--- src/logic/drc_consts.svh ---
// Purpose: Timing and geometry constants for the strobe controller
// Assumes: 20 MHz clock, 50 ns period
// Notes:   Cycle counts derive from the times in ns
`ifndef DRC_CONSTS_SVH
`define DRC_CONSTS_SVH
`define DRC_CLK_NS        50
`define DRC_T_RAC_NS      250
`define DRC_T_CAC_NS      165
`define DRC_T_RP_NS       150
`define DRC_T_RAS_NS      250
`define DRC_T_RCD_NS      100
`define DRC_T_WP_NS       75
`define DRC_T_CWD_NS      125
`define DRC_T_REF_MS      2
`define DRC_CYC_UP(t)     (((t) + `DRC_CLK_NS - 1) / `DRC_CLK_NS)
`define DRC_REF_PERIOD    ((`DRC_T_REF_MS * 1000000) / `DRC_CLK_NS)
`define DRC_ROWS          128
`define DRC_INIT_CYCLES   8
`endif

--- src/logic/drc_pkg.sv ---
// Purpose: Types for the strobe controller
// Assumes: Constants header supplies the figures
// Notes:   One-hot state codes
package drc_pkg;
	typedef enum logic [7:0] {
		ST_IDLE = 8'h01,
		ST_ROW  = 8'h02,
		ST_RCD  = 8'h04,
		ST_COL  = 8'h08,
		ST_WR   = 8'h10,
		ST_DONE = 8'h20,
		ST_PRE  = 8'h40,
		ST_REF  = 8'h80
	} drc_state_t;
	typedef enum logic [1:0] {
		OP_READ  = 2'h0,
		OP_EWR   = 2'h1,
		OP_RMW   = 2'h2
	} drc_op_t;
endpackage : drc_pkg

--- src/logic/drc_tick_if.sv ---
// Purpose: Refresh request carrier between timer and sequencer
// Assumes: Single clock
// Notes:   Request held until acknowledged
`timescale 1ns/1ps
interface drc_tick_if;
	logic       req;
	logic       ack;
	logic [6:0] row;
	modport timer (output req, output row, input ack);
	modport seq   (input req, input row, output ack);
endinterface : drc_tick_if

--- src/logic/drc_refresh_timer.sv ---
// Purpose: Paces refresh rows so all rows cycle within retention
// Assumes: Synchronous active-high reset
// Notes:   Period is a parameter so simulation may shorten it
`timescale 1ns/1ps
`include "drc_consts.svh"
module drc_refresh_timer import drc_pkg::*; #(
	parameter int REF_CYCLES = `DRC_REF_PERIOD
) (
	// Clock and reset
	input  wire logic clock,
	input  wire logic rst,
	// Request to sequencer
	drc_tick_if.timer tick
);
	localparam int INTERVAL = REF_CYCLES / `DRC_ROWS;
	logic [31:0] cnt_r;
	logic [6:0]  row_r;
	logic        req_r;
	assign tick.req = req_r;
	assign tick.row = row_r;
	always_ff @(posedge clock) begin
		if (rst) begin
			cnt_r <= 32'h0;
		end else if (cnt_r >= 32'(INTERVAL - 1)) begin
			cnt_r <= 32'h0;
		end else begin
			cnt_r <= cnt_r + 32'h1;
		end
	end
	// Seven-bit row counter advanced per served refresh
	always_ff @(posedge clock) begin
		if (rst) begin
			row_r <= 7'h0;
		end else if (tick.ack) begin
			row_r <= row_r + 7'h1; // see (RL18)
		end
	end
	// Set wins over acknowledge
	always_ff @(posedge clock) begin
		if (rst) begin
			req_r <= 1'b0;
		end else if (cnt_r >= 32'(INTERVAL - 1)) begin
			req_r <= 1'b1; // see (RL13)
		end else if (tick.ack) begin
			req_r <= 1'b0;
		end
	end
	property p_req_holds;
		@(posedge clock) disable iff (rst)
		req_r && !tick.ack |=> req_r;
	endproperty
	a_req_holds: assert property (p_req_holds) else $error("refresh request dropped"); // see (RL18)
	property p_row_steps;
		@(posedge clock) disable iff (rst)
		tick.ack |=> row_r == $past(row_r) + 7'h1;
	endproperty
	a_row_steps: assert property (p_row_steps) else $error("row counter not advanced"); // see (RL14)
endmodule : drc_refresh_timer

--- src/logic/drc_ctrl.sv ---
// Purpose: Host controller driving a 16K x 1 multiplexed-strobe DRAM
// Assumes: Pins are synchronous to clock; one access at a time
// Notes:   Refresh has priority over a waiting access
`timescale 1ns/1ps
`include "drc_consts.svh"
// Overview of operation
// (RL1) Fourteen address bits: seven row, seven column
// (RL2) Address stable before each strobe falls
// (RL3) Row strobe opens row; column strobe selects
// (RL4) Write select high reads, low writes
// (RL5) Data-in ignored by device on reads
// (RL6) Early write keeps output floating
// (RL7) Early write data taken at column fall
// (RL8) Late write data taken at write fall
// (RL9) Output floats until column strobe low
// (RL10) Read data valid after both access delays
// (RL11) Read data has written polarity
// (RL12) Late write output follows read sequence
// (RL13) Whole array refreshed within two milliseconds
// (RL14) Row-only refresh over 128 rows
// (RL15) Output unlatched; sample while column low
// (RL16) Page mode keeps row, strobes columns
// (RL17) Eight row cycles after power-up
// (RL18) Row counter, refresh arbitrated against access
module drc_ctrl import drc_pkg::*; #(
	parameter int REF_CYCLES = `DRC_REF_PERIOD
) (
	// Clock and reset
	input  wire logic        clock,
	input  wire logic        rst,
	// User request
	input  wire logic        req_valid,
	input  wire logic [13:0] req_addr,
	input  wire logic [1:0]  req_op,
	input  wire logic        req_wdata,
	input  wire logic        req_page,
	output logic             req_ready,
	output logic             rsp_valid,
	output logic             rsp_rdata,
	output logic             init_done,
	// DRAM pins
	output logic             row_strobe_n,
	output logic             column_strobe_n,
	output logic             store_select_n,
	output logic [6:0]       multiplexed_lines,
	output logic             input_bit,
	input  wire logic        output_bit
);
	localparam logic [3:0] RP_C  = 4'(`DRC_CYC_UP(`DRC_T_RP_NS));
	localparam logic [3:0] RCD_C = 4'(`DRC_CYC_UP(`DRC_T_RCD_NS));
	localparam logic [3:0] RAS_C = 4'(`DRC_CYC_UP(`DRC_T_RAS_NS));
	localparam logic [3:0] CAC_C = 4'(`DRC_CYC_UP(`DRC_T_CAC_NS));
	localparam logic [3:0] CWD_C = 4'(`DRC_CYC_UP(`DRC_T_CWD_NS));
	localparam logic [3:0] WP_C  = 4'(`DRC_CYC_UP(`DRC_T_WP_NS));
	localparam logic [3:0] INIT_C = 4'(`DRC_INIT_CYCLES);

	drc_tick_if tick ();
	drc_refresh_timer #(.REF_CYCLES(REF_CYCLES)) u_timer (
		.clock (clock),
		.rst   (rst),
		.tick  (tick.timer)
	);

	drc_state_t  state_r;
	logic [3:0]  cnt_r;
	logic [3:0]  init_r;
	logic [13:0] addr_r;
	logic [1:0]  op_r;
	logic        wdata_r;
	logic        page_r;
	logic        ack_r;
	logic        rd_r;

	assign tick.ack = ack_r;

	function automatic logic [6:0] row_of(input logic [13:0] a);
		row_of = a[13:7];
	endfunction : row_of

	function automatic logic [6:0] col_of(input logic [13:0] a);
		col_of = a[6:0];
	endfunction : col_of

	wire take = (state_r == ST_IDLE || (state_r == ST_DONE && page_r)) && init_done
		&& !tick.req && req_valid;
	wire same_row = page_r && row_of(req_addr) == row_of(addr_r); // see (RL16)

	// Sequencer
	always_ff @(posedge clock) begin
		if (rst) begin
			state_r <= ST_IDLE;
			cnt_r   <= 4'h0;
			ack_r   <= 1'b0;
			addr_r  <= 14'h0;
			op_r    <= 2'h0;
			wdata_r <= 1'b0;
			page_r  <= 1'b0;
		end else begin
			ack_r <= 1'b0;
			cnt_r <= (cnt_r != 4'h0) ? cnt_r - 4'h1 : 4'h0;
			case (state_r)
			ST_IDLE: begin
				// Ready is a promise: a request seen with it beats refresh
				if (req_valid && req_ready) begin
					addr_r  <= req_addr;
					op_r    <= req_op;
					wdata_r <= req_wdata;
					page_r  <= req_page;
					state_r <= ST_ROW;
					cnt_r   <= RCD_C;
				end else if (!init_done || tick.req) begin
					state_r <= ST_REF; // see (RL17)
					cnt_r   <= RAS_C;
				end
			end
			ST_ROW: begin
				if (cnt_r == 4'h0) begin
					state_r <= ST_COL;
					cnt_r   <= (op_r == OP_RMW) ? CWD_C : CAC_C;
				end
			end
			ST_COL: begin
				if (cnt_r == 4'h0) begin
					state_r <= (op_r == OP_READ) ? ST_DONE : ST_WR;
					cnt_r   <= WP_C;
				end
			end
			ST_WR: begin
				if (cnt_r == 4'h0) begin
					state_r <= ST_DONE;
				end
			end
			ST_DONE: begin
				if (take && same_row) begin
					addr_r  <= req_addr;
					op_r    <= req_op;
					wdata_r <= req_wdata;
					page_r  <= req_page;
					state_r <= ST_RCD;
					cnt_r   <= RP_C;
				end else begin
					state_r <= ST_PRE;
					cnt_r   <= RP_C;
				end
			end
			ST_RCD: begin
				// Column precharge inside open page
				if (cnt_r == 4'h0) begin
					state_r <= ST_COL;
					cnt_r   <= (op_r == OP_RMW) ? CWD_C : CAC_C;
				end
			end
			ST_REF: begin
				if (cnt_r == 4'h0) begin
					state_r <= ST_PRE;
					cnt_r   <= RP_C;
					ack_r   <= init_done;
				end
			end
			ST_PRE: begin
				if (cnt_r == 4'h0) begin
					state_r <= ST_IDLE;
				end
			end
			default: state_r <= ST_IDLE;
			endcase
		end
	end

	// Power-up row cycles
	always_ff @(posedge clock) begin
		if (rst) begin
			init_r    <= 4'h0;
			init_done <= 1'b0;
		end else if (state_r == ST_REF && cnt_r == 4'h0 && !init_done) begin
			init_r    <= init_r + 4'h1;
			init_done <= (init_r + 4'h1) == INIT_C; // see (RL17)
		end
	end

	// Strobes and address
	always_ff @(posedge clock) begin
		if (rst) begin
			row_strobe_n      <= 1'b1;
			column_strobe_n   <= 1'b1;
			store_select_n    <= 1'b1;
			multiplexed_lines <= 7'h0;
			input_bit         <= 1'b0;
		end else begin
			// Row held open in the page-hold cycle
			row_strobe_n <= !(state_r == ST_ROW || state_r == ST_COL || state_r == ST_WR
				|| state_r == ST_RCD || state_r == ST_REF
				|| (state_r == ST_DONE && page_r)); // see (RL3) (RL16)
			column_strobe_n <= !(state_r == ST_COL || state_r == ST_WR); // see (RL14)
			// Early write: select falls ahead of column strobe
			store_select_n <= !((op_r == OP_EWR && (state_r == ST_ROW || state_r == ST_RCD
				|| state_r == ST_COL)) || state_r == ST_WR); // see (RL4) (RL6) (RL8)
			if (state_r == ST_REF) begin
				multiplexed_lines <= tick.row; // see (RL14)
			end else if (state_r == ST_IDLE) begin
				// Refresh row unless a request is taken now
				multiplexed_lines <= (req_valid && req_ready) ? row_of(req_addr)
					: tick.row; // see (RL1) (RL2) (RL14)
			end else if (state_r == ST_ROW || state_r == ST_RCD) begin
				multiplexed_lines <= col_of(addr_r); // see (RL2)
			end
			input_bit <= wdata_r; // see (RL7) (RL5)
		end
	end

	// Read sampling at end of access; output is unlatched in the device
	always_ff @(posedge clock) begin
		if (rst) begin
			rd_r      <= 1'b0;
			rsp_valid <= 1'b0;
			rsp_rdata <= 1'b0;
		end else begin
			rd_r      <= state_r == ST_COL && cnt_r == 4'h0 && op_r != OP_EWR;
			rsp_valid <= rd_r; // see (RL10) (RL12)
			if (rd_r) begin
				rsp_rdata <= output_bit; // see (RL11) (RL15) (RL9)
			end
		end
	end

	always_ff @(posedge clock) begin
		if (rst) begin
			req_ready <= 1'b0;
		end else begin
			// Dropped after a take so it is never stale
			req_ready <= state_r == ST_IDLE && init_done && !tick.req
				&& !(req_valid && req_ready); // see (RL18)
		end
	end

	property p_ref_no_cas;
		@(posedge clock) disable iff (rst)
		state_r == ST_REF |=> column_strobe_n;
	endproperty
	a_ref_no_cas: assert property (p_ref_no_cas) else $error("column strobe during refresh"); // see (RL14)
	property p_cas_after_ras;
		@(posedge clock) disable iff (rst)
		$fell(column_strobe_n) |-> !row_strobe_n && !$past(row_strobe_n);
	endproperty
	a_cas_after_ras: assert property (p_cas_after_ras) else $error("column before row"); // see (RL3)
	property p_addr_stable;
		@(posedge clock) disable iff (rst)
		$fell(column_strobe_n) |-> $stable(multiplexed_lines);
	endproperty
	a_addr_stable: assert property (p_addr_stable) else $error("address moved at strobe"); // see (RL2)
	property p_ewr_early;
		@(posedge clock) disable iff (rst)
		$fell(column_strobe_n) && op_r == OP_EWR |-> !store_select_n && !$past(store_select_n);
	endproperty
	a_ewr_early: assert property (p_ewr_early) else $error("early write select late"); // see (RL6)
	property p_read_high;
		@(posedge clock) disable iff (rst)
		!column_strobe_n && op_r == OP_READ |-> store_select_n;
	endproperty
	a_read_high: assert property (p_read_high) else $error("read with write select"); // see (RL4)
	property p_rsp_after;
		@(posedge clock) disable iff (rst)
		rd_r |-> !column_strobe_n ##1 rsp_valid;
	endproperty
	a_rsp_after: assert property (p_rsp_after) else $error("sample outside column low"); // see (RL10)
endmodule : drc_ctrl

--- config.mk ---
export PLATFORM = sky130hd
export DESIGN_NAME = drc_ctrl
export DESIGN_NICKNAME = d
export VERILOG_FILES = /design/src/logic/drc_pkg.sv /design/src/logic/drc_tick_if.sv /design/src/logic/drc_refresh_timer.sv /design/src/logic/drc_ctrl.sv
export VERILOG_INCLUDE_DIRS = /design/src /design/src/logic
export SDC_FILE = /design/constraint.sdc
export NUM_CORES = 1
export LEC_CHECK = 0
export ABC_AREA = 1
export BUFFER_PORTS_ARGS = -buffer_cell sky130_fd_sc_hd__buf_2
export CORE_MARGIN = 2
export CORE_UTILIZATION = 35
export DETAILED_ROUTE_END_ITERATION = 10
export MAX_ROUTING_LAYER = met4
export PLACE_DENSITY = 0.55
export SLEW_MARGIN = 25
export SYNTH_ARGS = -nofsm -noshare
export SYNTH_HDL_FRONTEND = slang
export SYNTH_SLANG_ARGS = --single-unit
--- constraint.sdc ---
create_clock -name clock -period 1.6 [get_ports clock]
set_input_delay 0.16 -clock clock [delete_from_list [all_inputs] [get_ports clock]]
set_output_delay 0.16 -clock clock [all_outputs]
set_load 0.005 [all_outputs]
==> results.ini <==
[clock_tree]
clkSinkCount = 91
cts_hold_buf = 0
clockBufferDepth = 2
h-tree-depth = 3
cts-root-buf = clkbuf_16
cts.clk_slew.worst_paths_ns = 0.07
cts_tree = done
cts-buffers-inserted = 9
insertion_delay_ns = 0.34

[grt]
grt_antenna_before_repair = 0
grt_max_degree = 23
grt.overflow.total = 0
grt_pass1_vias = 3210
grt_pass1_wl_um = 14500
grt_usage_pct = 15.9

[worst_setup_path]
crit_path_end_kind = flip-flop
startpoint = state_r[2]
critPathBufInv = 2
cp_cell_sequence = inv_2, nand2_2, nor2_4, nand2_8, nand2_4, nand3_4, nand2_8, buf_12, nand3_1, a21oi_1
max_stage_delay_ns = 0.36
path_class = reg2reg
cp-start-kind = flip-flop
crit_arrival_ns = 1.79
cp_max_fo = 11
crit_top_cell = nand2_8
reg2reg_from = state_r[2]
cpLargestDelayFamily = simple AND/OR/NAND/NOR gates
critical_path_depth = 10
rr_worst_depth = 10
slowest_stage = dfxtp_4
worstPathRequired_ns = 1.87

[min_path]
min_from = output_bit
hp-class = in2reg
min_delay_path_depth = 3

[floorplan]
design.die.area_mm2 = 0.0121
core-area_mm2 = 0.0109
io-pin-count = 37
die_height_um = 110
die_x_um = 110
start_util_pct = 36.1
num_rows = 38

[drt]
num_vias = 3431
met1Wirelength_um = 4190
met2_length_um = 4030
drtPass1Iterations = 4
antenna_left = 0
routed_via_density = 4.59
drc_errors = 0
wl_met3_um = 336
drt-total-wl_um = 8790
maxUsedRoutingLayer = met4
drtIter0Drc = 108
wl_per_cell_um = 11.7

[pwr]
ir_drop_uv = 786
leakagePower_nw = 2.18
power_density_mw_per_mm2 = 1670
power_mw = 8.41

[synthesis]
yosysUniqueCellTypes = 37
synth.most_common_cell = nand2_1
synth.area.top_cells = dfxtp_1 46%, nand2_1 9.6%, nor2_1 6.3%
yosysSeqAreaShare_pct = 46.1
syn_inst = 513
ys_async_sr_fraction_pct = 0
synth_top_area_share_pct = 46.1
synth.avg_cell_area_um2 = 7.70
synth_common_cells = 101 x nand2_1, 91 x dfxtp_1, 66 x nor2_1
yosys_warnings = 0
yosysTopAreaCell = dfxtp_1
synth-main-ff-cell = dfxtp_1
syn_area_mm2 = 0.00395
synth-edff-count = 0
ys_seq_elements = 91

[place]
place_area_mm2 = 0.00450
gp_congestion = 0.862
port_buffers = 36
placedCellCount = 723
dp_hpwl_um = 6370

[finish]
multi_input_area_mm2 = 0.00199
final_core_util_pct = 46.0
fillers = 1079
area_delta_synth_final_pct = 27.3
instances_no_fill = 748
fin_area_mm2 = 0.00503
regArea_mm2 = 0.00183
drive_gt1_share_pct = 25.3
diodes = 0
fin_nets = 630

[sta]
finalCritPeriodShare_pct = 95.1
setup-violations-final = 0
period_needed_ns = 1.52
slew_violations = 0
worst_clock_skew_ns = 0.00724
max_freq_ghz = 0.657
final-hold-violation-count = 0
rsz0062_at_grt = true

[flow_run]
cap_violations = 0

[outcome]
status = finished clean

## report_power, final
part	switching [mW]	internal, mW
Combinational	1.97	1.42
Sequential	0.266	2.66
Clock	0.866	1.22
## layout by cell type (no fill, tap or decap), types with 7 or more instances in the layout
master,n
a21oi_1,37
o21ai_0,21
nor2_1,62
buf_2,36
clkbuf_16,10
inv_1,55
a21oi_2,11
nand2_1,98
nand3_1,28
dfxtp_1,85
nor3_1,8
buf_4,29
nand3_2,13
o21ai_1,7
inv_2,7
nor2_4,7
conb_1,23
## registers in the layout, indices dropped and copies added (netlist names), 2 cells and up
name,flops
u_timer.cnt_r,32
cnt_r,4
addr_r,14
init_r,4
state_r,8
multiplexed_lines,7
u_timer.tick.row,7
op_r,2
## metal layers
layer  GRT usage, %  up-vias
met4           7.86        0
li1               -     1807
met5              -        -
met3           3.35       13
met1           20.3     1544
met2           24.0       67
## timing repair
item                                   in CTS  in global routing
gates resized for setup                     3                 46
setup endpoints to repair                  12                 44
setup buffers                               1                  7
pin swaps                                   0                 12
cloned                                      0                  1
endpoints found under the hold margin       0                  0
## cells by family after synthesis
logic type	Yosys count	synth area share, %
adder cells (fa/ha/maj)	5	1.58
flip-flops	91	46.1
buffers and inverters	77	8.78
AO/OA/AOI/OAI	87	12.4
other	1	0.0950
XOR/XNOR	9	2.00
AND/OR/NAND/NOR	243	29.0
## final cells by class
cell class                 count  share of cell area [%]
clock buffer                  11                    4.63
sequential                    91                    36.5
inverter                      64                    4.98
timing repair buffer          70                    9.65
multi-input combinational    367                    39.6
clock inverter                 5                    1.22
tap                          140                    3.48
## path summary, 6_finish.rpt
check	slack [ns]	to
setup / recovery	0.08	addr_r[8]
hold / removal	0.04	rsp_rdata
setup reg to reg	0.08	addr_r[8]
hold reg to reg	0.42	input_bit
## per-stage QoR
stage               hold WS (ns)  worst slack, ns  TNS, ns
finish                    0.0437           0.0781        0
global route              0.0674          -0.0301   -0.208
CTS                       0.0328          0.00139        0
detailed placement         0.394          -0.0543   -0.136
global placement           0.385          -0.0364  -0.0764
floorplan                  0.295           0.0730        0
## worst min-delay path, stage by stage
cell    delay, ns
buf_2        0.08
nor2_1       0.03
nor2_1       0.08
Power figures use the tool's default switching activity.
